`src/logic/lcd_timing_pkg.sv`:
```
package lcd_timing_pkg;

    // ----------------------------------------------------------------
    // Register map (APB byte addresses, one aligned word each)
    // ----------------------------------------------------------------
    localparam logic [7:0] REG_POINTER_ADDR = 8'h00;  // register_pointer_reg
    localparam logic [7:0] CONTROL_ADDR     = 8'h0c;  // control_config_reg
    localparam logic [7:0] MODE_ADDR        = 8'h10;  // mode_config_reg
    localparam logic [7:0] N_LINE_ADDR      = 8'h14;  // n_line_select_reg
    localparam logic [7:0] STATUS_ADDR      = 8'h18;  // line/frame state readback

    // ----------------------------------------------------------------
    // Field positions
    // ----------------------------------------------------------------
    localparam int SCREEN_ON_POS  = 7;   // screen_on_bit in register_pointer_reg
    localparam int SLEEP_POS      = 6;   // sleep_bit in register_pointer_reg
    localparam int BUSY_POS       = 5;   // read-only busy flag
    localparam int REG_NUM_LSB    = 0;   // register number, 3 bits
    localparam int XOR_POS        = 5;   // xor_combine_bit in n_line_select_reg
    localparam int WAVE_LSB       = 3;   // waveform_select_field in mode_config_reg
    localparam int DIV_LSB        = 0;   // clock_divider_select in mode_config_reg

    // Writable masks per register
    localparam logic [7:0] POINTER_MASK = 8'hc7;
    localparam logic [7:0] CONTROL_MASK = 8'hff;
    localparam logic [7:0] MODE_MASK    = 8'h1f;
    localparam logic [7:0] N_LINE_MASK  = 8'h3f;

    // ----------------------------------------------------------------
    // Duty ratio codes and line counts
    // ----------------------------------------------------------------
    localparam logic [2:0] DUTY_66 = 3'h6;
    localparam logic [6:0] ROW_PINS = 7'h41;      // 65 row outputs exist
    localparam logic [6:0] LINES_32 = 7'h20;
    localparam logic [6:0] LINES_34 = 7'h22;
    localparam logic [6:0] LINES_36 = 7'h24;
    localparam logic [6:0] LINES_48 = 7'h30;
    localparam logic [6:0] LINES_50 = 7'h32;
    localparam logic [6:0] LINES_64 = 7'h40;
    localparam logic [6:0] LINES_66 = 7'h42;

    // Waveform codes
    localparam logic [1:0] WAVE_HALF_LINE = 2'h0;
    localparam logic [1:0] WAVE_FRAME     = 2'h1;
    localparam logic [1:0] WAVE_N_LINE    = 2'h2;

    // ----------------------------------------------------------------
    // Frame rate: 500 kHz input gives ~80 Hz at ratio 1 with 32 lines.
    // Ticks per line at ratio 1 = 500000 / (80 * 32) ~ 195 input clocks.
    // Ratios 2,1,1/2,1/3,1/4,1/6,1/8 scale that by 1/2..8.
    // ----------------------------------------------------------------
    localparam int REF_CLK_KHZ     = 500;
    localparam int REF_FRAME_HZ    = 80;
    localparam int REF_LINES       = 32;
    localparam int LINE_TICKS_BASE = (REF_CLK_KHZ * 1000) / (REF_FRAME_HZ * REF_LINES);
    localparam int DIV_W           = 12;

endpackage

```
`src/logic/lcd_drive_timing.sv`:
```
// Implementation choices: the APB interface to the registers and the address map.
`timescale 1ns/1ns
// Notes on behaviour
// - Seven duty ratios, 1/32 through 1/66
// - 1/66 duty drives at most 65 lines
// - Half-line wave: polarity equals line clock
// - Frame wave: polarity inverts each frame
// - N-line wave: polarity inverts every n lines
// - Combine option XORs n-line and frame polarity
// - Ratio one: 500 kHz gives about 80 Hz
// - Frame period scales with duty correction
// - Divider offers 2,1,1/2,1/3,1/4,1/6,1/8
// - Screen off blanks but keeps registers
// - Writing one to bit 6 enters standby
// - Standby halts oscillator and ignores clock
// - Standby clears all registers except sleep
// - Standby pin levels depend on master/slave
// - Wake write ignores screen and pointer bits
// - Select pin low means master, high slave
// - Master drives sync, slave follows them
// - Slave ignores duty, waveform, n-line settings
// - Busy and unused pointer, mode, n-line bits ignore writes, read zero
module lcd_drive_timing
    import lcd_timing_pkg::*;
#(
    parameter int LINE_TICKS = LINE_TICKS_BASE  // input clocks per line at ratio 1
) (
    input  wire logic        ref_clk,
    input  wire logic        rst,
    // APB slave
    input  wire logic        psel,
    input  wire logic        penable,
    input  wire logic        pwrite,
    input  wire logic [7:0]  paddr,
    input  wire logic [31:0] pwdata,
    output logic [31:0]      prdata,
    output logic             pready,
    output logic             pslverr,
    // Drive clock input (pin, sampled)
    input  wire logic        drive_clk_in,
    input  wire logic        slave_select,       // low = master
    // Sync pins, three signals each
    input  wire logic        line_latch_clock_i,
    output logic             line_latch_clock_o,
    output logic             line_latch_clock_oe,
    input  wire logic        frame_marker_i,
    output logic             frame_marker_o,
    output logic             frame_marker_oe,
    input  wire logic        polarity_i,
    output logic             polarity_o,
    output logic             polarity_oe,
    // Other pins
    output logic             oscillator_output,
    output logic             clock_output,
    output logic             display_enable,
    output logic [6:0]       active_line,
    output logic             line_valid
);

    // ----------------------------------------------------------------
    // State
    // ----------------------------------------------------------------
    typedef struct packed {
        logic [7:0]       pointer;     // screen, sleep, reg number
        logic [7:0]       control;     // duty in [2:0]
        logic [7:0]       mode;        // divider, waveform
        logic [7:0]       n_line;      // xor bit, line count
        logic [2:0]       clk_s;       // sync + edge history of drive clock
        logic [2:0]       llc_s;       // sync + history of slave line clock
        logic [2:0]       fm_s;        // sync + history of slave frame marker
        logic [1:0]       pol_s;       // sync of slave polarity
        logic [1:0]       ms_s;        // sync of master/slave pin
        logic [DIV_W-1:0] tick_cnt;    // drive clock edges inside a line
        logic [6:0]       line;        // current line
        logic [4:0]       n_cnt;       // lines since last n-line flip
        logic             frame_pol;   // per-frame polarity
        logic             n_pol;       // per-n-line polarity
        logic             llc;         // line clock out
        logic             fm;          // frame marker out
        logic             pol;         // polarity out
        logic             osc_div;     // clock echo
        logic [31:0]      rdata;
    } state_t;

    state_t s_q, s_d;

    // ----------------------------------------------------------------
    // Combinational helpers
    // ----------------------------------------------------------------
    logic             is_master;
    logic             sleeping;
    logic             clk_edge;
    logic [6:0]       lines_per_frame;
    logic [DIV_W-1:0] ticks_per_line;
    logic [1:0]       wave;
    logic [4:0]       n_lines;
    logic             wr;
    logic             rd;

    assign is_master = ~s_q.ms_s[1];
    assign sleeping  = s_q.pointer[SLEEP_POS];
    // Rising edge of the sampled drive clock; gated off in standby
    assign clk_edge  = s_q.clk_s[1] & ~s_q.clk_s[2] & ~sleeping;
    assign wave      = s_q.mode[WAVE_LSB +: 2];
    assign n_lines   = s_q.n_line[4:0];
    assign wr        = psel & penable & pwrite;
    assign rd        = psel & ~penable & ~pwrite;

    // Lines per frame from the duty field; code 7 (test) falls back to 32
    always_comb begin
        case (s_q.control[2:0])
            3'h0:    lines_per_frame = LINES_32;
            3'h1:    lines_per_frame = LINES_34;
            3'h2:    lines_per_frame = LINES_36;
            3'h3:    lines_per_frame = LINES_48;
            3'h4:    lines_per_frame = LINES_50;
            3'h5:    lines_per_frame = LINES_64;
            DUTY_66: lines_per_frame = LINES_66;
            default: lines_per_frame = LINES_32;
        endcase
    end

    // Line length: base scaled by the divider. Frame period grows with the
    // line count, so longer duties get the duty correction for free.
    always_comb begin
        case (s_q.mode[DIV_LSB +: 3])
            3'h0:    ticks_per_line = DIV_W'(LINE_TICKS / 2);
            3'h1:    ticks_per_line = DIV_W'(LINE_TICKS);
            3'h2:    ticks_per_line = DIV_W'(LINE_TICKS * 2);
            3'h3:    ticks_per_line = DIV_W'(LINE_TICKS * 3);
            3'h4:    ticks_per_line = DIV_W'(LINE_TICKS * 4);
            3'h5:    ticks_per_line = DIV_W'(LINE_TICKS * 6);
            3'h6:    ticks_per_line = DIV_W'(LINE_TICKS * 8);
            default: ticks_per_line = DIV_W'(LINE_TICKS);
        endcase
    end

    // ----------------------------------------------------------------
    // Next state
    // ----------------------------------------------------------------
    always_comb begin
        logic line_end;
        logic frame_end;
        logic [7:0] wdat;
        line_end  = 1'b0;
        frame_end = 1'b0;
        wdat      = pwdata[7:0];
        s_d = s_q;

        // Pin synchronisers; first stage read only by the second
        s_d.clk_s = {s_q.clk_s[1:0], drive_clk_in};
        s_d.llc_s = {s_q.llc_s[1:0], line_latch_clock_i};
        s_d.fm_s  = {s_q.fm_s[1:0], frame_marker_i};
        s_d.pol_s = {s_q.pol_s[0], polarity_i};
        s_d.ms_s  = {s_q.ms_s[0], slave_select};

        // Master timing generator
        if (is_master && clk_edge) begin
            if (s_q.tick_cnt >= ticks_per_line - DIV_W'(1)) begin
                s_d.tick_cnt = '0;
                line_end     = 1'b1;
            end else begin
                s_d.tick_cnt = s_q.tick_cnt + DIV_W'(1);
            end
            // Line clock high for the first half of each line
            s_d.llc = (s_d.tick_cnt < (ticks_per_line >> 1));
        end
        if (line_end) begin
            if (s_q.line >= lines_per_frame - 7'h01) begin
                s_d.line  = '0;
                frame_end = 1'b1;
            end else begin
                s_d.line = s_q.line + 7'h01;
            end
            s_d.fm = (s_d.line == 7'h00);
            if (frame_end) begin
                s_d.frame_pol = ~s_q.frame_pol;
            end
            // N-line counter; zero count never flips (host keeps 1..31)
            if (s_q.n_cnt + 5'h01 >= n_lines && n_lines != 5'h00) begin
                s_d.n_cnt = '0;
                s_d.n_pol = ~s_q.n_pol;
            end else begin
                s_d.n_cnt = s_q.n_cnt + 5'h01;
            end
        end
        case (wave)
            WAVE_HALF_LINE: s_d.pol = s_d.llc;
            WAVE_FRAME:     s_d.pol = s_d.frame_pol;
            WAVE_N_LINE:    s_d.pol = s_q.n_line[XOR_POS] ? (s_d.n_pol ^ s_d.frame_pol)
                                                          : s_d.n_pol;
            default:        s_d.pol = s_d.frame_pol;
        endcase

        // Slave: follow the master's pins, own settings unused
        if (!is_master) begin
            s_d.tick_cnt = '0;
            s_d.llc      = s_q.llc_s[1];
            s_d.fm       = s_q.fm_s[1];
            s_d.pol      = s_q.pol_s[1];
            if (s_q.llc_s[1] & ~s_q.llc_s[2]) begin
                s_d.line = (s_q.fm_s[1]) ? 7'h00 : s_q.line + 7'h01;
            end
        end

        // Clock echo toggles on each accepted drive clock edge
        if (clk_edge) begin
            s_d.osc_div = ~s_q.osc_div;
        end

        // Register reads, registered for the access phase
        if (rd) begin
            case (paddr)
                REG_POINTER_ADDR: s_d.rdata = {24'h0, s_q.pointer};
                CONTROL_ADDR:     s_d.rdata = {24'h0, s_q.control};
                MODE_ADDR:        s_d.rdata = {24'h0, s_q.mode};
                N_LINE_ADDR:      s_d.rdata = {24'h0, s_q.n_line};
                STATUS_ADDR:      s_d.rdata = {16'h0, s_q.frame_pol, s_q.line, 7'h0,
                                               is_master};
                default:          s_d.rdata = '0;
            endcase
        end

        // Register writes; busy and unused bits masked off, except control bits 7:3, which stay writable
        if (wr) begin
            case (paddr)
                REG_POINTER_ADDR: begin
                    if (sleeping) begin
                        // Waking write keeps only the sleep bit
                        s_d.pointer[SLEEP_POS] = wdat[SLEEP_POS];
                    end else if (wdat[SLEEP_POS]) begin
                        s_d.pointer = 8'h00;
                        s_d.pointer[SLEEP_POS] = 1'b1;
                        s_d.control = 8'h00;
                        s_d.mode    = 8'h00;
                        s_d.n_line  = 8'h00;
                    end else begin
                        s_d.pointer = wdat & POINTER_MASK;
                    end
                end
                CONTROL_ADDR: if (!sleeping) s_d.control = wdat & CONTROL_MASK;
                MODE_ADDR:    if (!sleeping) s_d.mode    = wdat & MODE_MASK;
                N_LINE_ADDR:  if (!sleeping) s_d.n_line  = wdat & N_LINE_MASK;
                default: ;
            endcase
        end

        // Standby stops sequencing; timing restarts from zero on wake
        if (sleeping) begin
            s_d.tick_cnt  = '0;
            s_d.line      = '0;
            s_d.n_cnt     = '0;
            s_d.frame_pol = 1'b0;
            s_d.n_pol     = 1'b0;
            s_d.llc       = 1'b0;
            s_d.fm        = 1'b0;
            s_d.pol       = 1'b0;
            s_d.osc_div   = 1'b0;
        end
    end

    // ----------------------------------------------------------------
    // Registers
    // ----------------------------------------------------------------
    always_ff @(posedge ref_clk) begin
        if (rst) begin
            s_q <= '0;
        end else begin
            s_q <= s_d;
        end
    end

    // ----------------------------------------------------------------
    // Outputs
    // ----------------------------------------------------------------
    assign pready  = 1'b1;       // Zero wait states
    assign pslverr = 1'b0;
    assign prdata  = s_q.rdata;

    // Sync pins: master drives them (low in standby), slave floats
    assign line_latch_clock_o  = s_q.llc & is_master;
    assign frame_marker_o      = s_q.fm & is_master;
    assign polarity_o          = s_q.pol & is_master;
    assign line_latch_clock_oe = is_master;
    assign frame_marker_oe     = is_master;
    assign polarity_oe         = is_master;

    // Standby: oscillator output high, clock output low
    assign oscillator_output = sleeping | s_q.osc_div;
    assign clock_output      = ~sleeping & s_q.osc_div;

    // Screen off blanks the drive only; registers stay
    assign display_enable = s_q.pointer[SCREEN_ON_POS] & ~sleeping;
    assign active_line    = s_q.line;
    // Line 66 of a 1/66 frame has no row pin behind it
    assign line_valid     = display_enable && (s_q.line < ROW_PINS);

endmodule

```
`config.mk`:
```
export PLATFORM = sky130hd
export DESIGN_NAME = lcd_drive_timing
export DESIGN_NICKNAME = d
export VERILOG_FILES = /design/src/logic/lcd_timing_pkg.sv /design/src/logic/lcd_drive_timing.sv
export SDC_FILE = /design/constraint.sdc
export NUM_CORES = 1
export LEC_CHECK = 0
export BUFFER_PORTS_ARGS = -buffer_cell sky130_fd_sc_hd__buf_4
export CORE_UTILIZATION = 40
export DETAILED_ROUTE_END_ITERATION = 10
export HOLD_SLACK_MARGIN = 0.02
export SLEW_MARGIN = 15
export SYNTH_ARGS = -nofsm -noshare
export SYNTH_HDL_FRONTEND = slang
export SYNTH_SLANG_ARGS = --single-unit
```
`constraint.sdc`:
```
create_clock -name ref_clk -period 5.8 [get_ports ref_clk]
set_input_delay 0 -clock ref_clk [delete_from_list [all_inputs] [get_ports ref_clk]]
set_output_delay 0 -clock ref_clk [all_outputs]
set_load 0.05 [all_outputs]
```
After elaboration in Yosys (flattened, before gate mapping). Index checks and enable logic that the tools add are counted.

Flip-flop bits (word level): 106. Output and inout bits: 51.

$add $sub $neg: 5. Reduce and logical (&&, ||, !) cells: 19. Multiplexer cells: 33. Bitwise operators: 23. $lt $le $gt $ge: 5. Equal/unequal tests: 21.

Operator list (count): $pmux 16 s5 (1); $pmux 11 s6 (1); $mux 24 (2); $pmux 8 s2 (3); $pmux 7 s6 (1); $mux 7 (5); $mux 8 (4); $eq 8x5->1 const B (3); $mux 12 (2); $eq 3x3->1 const B (6); $reduce_and 5->1 (3); $mux 14 (1); $add 12x1->12 const B (1); $and 1x1->1 (12); $eq 3x2->1 const B (4); $ge 12x12->1 (1); $lt 12x11->1 (1); $sub 12x1->12 const B (1); $mux 1 (10); $ne 2x2->1 const B (5); $not 1->1 (9); $eq 8x4->1 const B (1); $logic_not 8->1 (1); $reduce_bool 2->1 (4); 22 further kinds (24).

Longest topological paths before layout.
Depth after elaboration: 13. Depth in mapped cells: 21. Mapped depth without buffers: 19.

Worst setup path before layout. Ideal clock, no wire load.

Path type: register -> register. Start: register s_q[83] in the netlist's numbering. End: register s_q[35] in the netlist's numbering. Path buffers: 2. Period minus slack after synthesis: 4129 ps. Cell stages (with the launch flop): 22. Data required time: 5729 ps. Data arrival time: 4059 ps. Slack: 1671 ps. Cell sequence: dfxtp_1 -> buf_1 -> nand2b_1 -> nand2_1 -> ha_1 -> nand2b_1 -> xnor2_1 -> ha_1 -> nand4_1 -> nor2_1 -> a211oi_1 -> o31ai_1 -> clkbuf_1 -> nor2_1 -> ha_1 -> a21o_1 -> a21oi_1 -> o21ai_0 -> a221o_1 -> o31ai_1 -> nand2_1 -> a21oi_1.

Cells in the longest elaborated chain, start to end: 9. Elaborated cells between the ends (all ways): 14. Those cells by class: add/sub (1); order compare (2); eq/ne (5); mux (5); reduce/logical (1).

RTL lines: start: declaration (RTL line lcd_drive_timing.sv:85) `state_t s_q, s_d;`; start signal: assignment (RTL line lcd_drive_timing.sv:267) `s_q <= '0;`; start signal: assignment (RTL line lcd_drive_timing.sv:269) `s_q <= s_d;`; $eq 3x3->1 (tied with other cells) (RTL line lcd_drive_timing.sv:126) `case (s_q.mode[DIV_LSB +: 3])`; $pmux 11 s6 (*) (RTL line lcd_drive_timing.sv:126); $sub 12x1->12 (RTL line lcd_drive_timing.sv:159) `if (s_q.tick_cnt >= ticks_per_line - DIV_W'(1)) begin`; $ge 12x12->1 (RTL line lcd_drive_timing.sv:159); $mux 12 (RTL line lcd_drive_timing.sv:159); $mux 12 (RTL line lcd_drive_timing.sv:158) `if (is_master && clk_edge) begin`; $lt 12x11->1 (*) (RTL line lcd_drive_timing.sv:166) `s_d.llc = (s_d.tick_cnt < (ticks_per_line >> 1));`; $mux 1 (*) (RTL line lcd_drive_timing.sv:158); $mux 3 (*) (RTL line lcd_drive_timing.sv:196) `if (!is_master) begin`.

Mark *: on every way between the ends. The rest lies on a longest branch, timed or not. The select of a mux whose other input is x is not followed. A chain may end at the register's enable or synchronous reset.

Worst setup path in the final report.
Start: register s_q[84] in the netlist's numbering. End: register s_q[35] in the netlist's numbering.

The elaborated chain is that of the path after synthesis.

==> results.json <==
{
  "fin_crit_ps": 4606,
  "status": "completed",
  "gp_congestion": 0.8816,
  "cts_sinks": 82,
  "track_usage_pct": 19.90,
  "cts_max_level": 3,
  "cp_data_required_time_ps": 6070,
  "hold_violations": 0,
  "p_clk_share_pct": 44.0,
  "area_growth_syn_to_layout_pct": 13.56,
  "p_leak_nw": 2.300,
  "layout_common_cells": "82 x dfxtp_1, 78 x nor2_1, 63 x nand2_1",
  "numCtsBuffers": 9,
  "dr_total_vias": 4619,
  "grt_first_pass_wirelength_mm": 20.83,
  "power.total_mw": 1.220,
  "num_rows": 41,
  "dp.cells": 836,
  "layout.cells.non_filler": 865,
  "wl_per_cell_um": 14.56,
  "drtIter0Drc": 242,
  "grt_max_degree": 53,
  "hpwl_mm": 9.302,
  "crit_path_cell_trace": "nor2b_1, xnor2_1, ha_1, nand2b_1, xnor2_1, ha_1, nand4_1, nor2_1, a211oi_1, o31ai_2, buf_4, nor2_1, ha_1, a21o_1, a21oi_1, o21ai_0, a221o_1, o31ai_1, nand2_1, a21oi_1",
  "final_common_cell": "dfxtp_1",
  "holdCritPathClass": "input pin to flop",
  "pre_cts_ws_ps": 1196,
  "die-height_um": 116.0,
  "antenna_found_initial": 0,
  "worst_setup_path_start_kind": "flop",
  "cp-end-kind": "flop",
  "drt-total-wl_mm": 12.59,
  "min_period_over_period_pct": 79.42,
  "synth-async-reset-ratio_pct": 0,
  "dr.pass1.iters": 4,
  "dieWidth_um": 116.0,
  "slew_violations": 0,
  "slowest_delay_ps": 500,
  "cts_tree": "done",
  "yosysWarnings": 0,
  "synth-seq-area-share_pct": 31.59,
  "drive_gt1_share_pct": 13.13,
  "syn_area_mm2": 0.005196,
  "syn_inst": 660,
  "power.share.sequential_pct": 47.0,
  "maxCapViolations": 0,
  "setup_violations": 0,
  "internal_power_mw": 0.8970,
  "ant_nets": 0,
  "finClkSkew_ps": 8.818,
  "synth_edf_count": 0,
  "critPathMostFrequentCell": "ha_1",
  "rsz0062_at_grt": "no",
  "p_per_area_mw_per_mm2": 206.8,
  "clk_pin_slew_ps": 60,
  "numPortBuffers": 58,
  "cts_resized": 0,
  "ys_ff_latch": 82,
  "multiInputGateArea_mm2": 0.003132,
  "nNetsFinal": 776,
  "fin_setup_tns_ps": 0,
  "net-switching-power_mw": 0.3232,
  "power.ir.vdd_worst_v": 0.0001230,
  "via_per_inst": 5.340,
  "combPwrFrac_pct": 8.9,
  "grt-ovfl-total": 0,
  "regArea_mm2": 0.001642,
  "grt_pass1_vias": 4274,
  "dieArea_mm2": 0.01345,
  "maxSlewHeadroom_pct": 30.08,
  "start_util_pct": 41.18,
  "diodes": 0,
  "cts_max_path_buffers": 2,
  "pin_count": 101,
  "clk-insertion-delay-late_ps": 340,
  "crit_arrival_ps": 4880,
  "n_fill_cell": 1277,
  "worst_slack_ps": 1194,
  "cp_max_fo": 21,
  "cts-root-buf": "clkbuf_16",
  "worst_path_max_delay_cell": "dfxtp_1",
  "synthFlopType": "dfxtp_1",
  "whs_ps": 39.77,
  "drc": 0,
  "switching_share_pct": 26.49,
  "tightestPinTransition_ps": 1041,
  "core_mm2": 0.01262,
  "synth_area_per_cell_um2": 7.873,
  "max_freq_mhz": 217.1,
  "path_class": "flop to flop",
  "ys_types": 61
}
## sequential cells by signal, summed over array words and instances (netlist names)
signal	count
active_line	7
n_lines	5
prdata	16
s_d	8
s_q	46
## through the flow
stage | utilization [%] | cell area (um2)
CTS | 46.72 | 5896
global placement | 43.54 | 5494
floorplan | - | 5260
detailed placement | 43.54 | 5494
global route | 46.76 | 5901
finish | 46.76 | 5901
## layer usage
| metal | share of wire [%] | global-route usage [%] | vias up |
|---|---|---|---|
| li1 | - | - | 2322 |
| met1 | 49 | 27.30 | 2140 |
| met2 | 44 | 29.37 | 130 |
| met3 | 4.8 | 4.707 | 27 |
| met4 | 2.9 | 9.231 | 0 |
| met5 | 0 | 0 | - |
## kinds of logic after synthesis
| family | count (synthesis) | share of synthesized area [%] |
|---|---|---|
| mux | 11 | 2.215 |
| buf+inv | 87 | 9.559 |
| xor+xnor | 23 | 3.877 |
| simple gates | 263 | 24.71 |
| flops | 82 | 31.59 |
| compound gates | 154 | 18.76 |
| other cells | 2 | 0.1445 |
| fa+ha+maj | 38 | 9.150 |
## synthesized netlist by cell type, types with 7 or more instances
master    number  area share (%)
nand3b_1       7             1.0
nand3_1       24             2.3
a21oi_1       58             5.6
nand2b_1       9             1.1
a22oi_1       28             4.0
o21ai_1       12             1.2
nor3_1        15             1.4
xnor2_1       17             2.9
a211oi_1       9             1.3
ha_1          38             9.2
nor2_1        78             5.6
mux2i_1        7             1.3
nand2_1       63             4.6
nand4_1        8            0.96
clkbuf_1      29             2.1
dfxtp_1       82              32
nor2b_1       22             2.6
inv_1         11            0.79
buf_4         43             6.2
o21ai_0       13             1.3
## repair_timing
action / in CTS / in global routing
hold buffers: 13 / 0
hold endpoints to repair: 29 / 0
setup buffers: 0 / 0
## power groups by stage
stage	clock (mW)	combinational, mW	sequential [mW]
2_1_floorplan	0	0.0836	0.584
3_5_place_dp	0	0.102	0.587
5_1_grt	0.571	0.118	0.574
4_1_cts	0.549	0.109	0.574
3_3_place_gp	0	0.101	0.587
6_report	0.537	0.109	0.574
## final cells by class
type	instances	area share [%]
multi-input combinational	508	53.07
clock inverter	5	0.6573
tap	172	3.647
timing repair buffer	75	10.09
clock buffer	11	3.944
inverter	12	0.7634
sequential	82	27.82
## final timing paths
path	from	endpoint	slack (ps)	depth (start not counted)
max	s_q[84]	s_q[35]	1190	20
min	paddr[4]	s_q[84]	40	3
min reg2reg	s_d[67]	s_d[68]	440	1
max reg2reg	s_q[84]	s_q[35]	1190	20
## critical path, delay by kind of cell, from the launching register on
family	cells	cell delay, ps
and+or+nand+nor	6	960
xor gates and xnor gates	2	310
buffers and inverters	1	230
adders and majority gates	3	740
AOI/OAI and AO/OA	8	1800
DFF	1	500
Note: power is estimated with default switching activity, not from simulation.
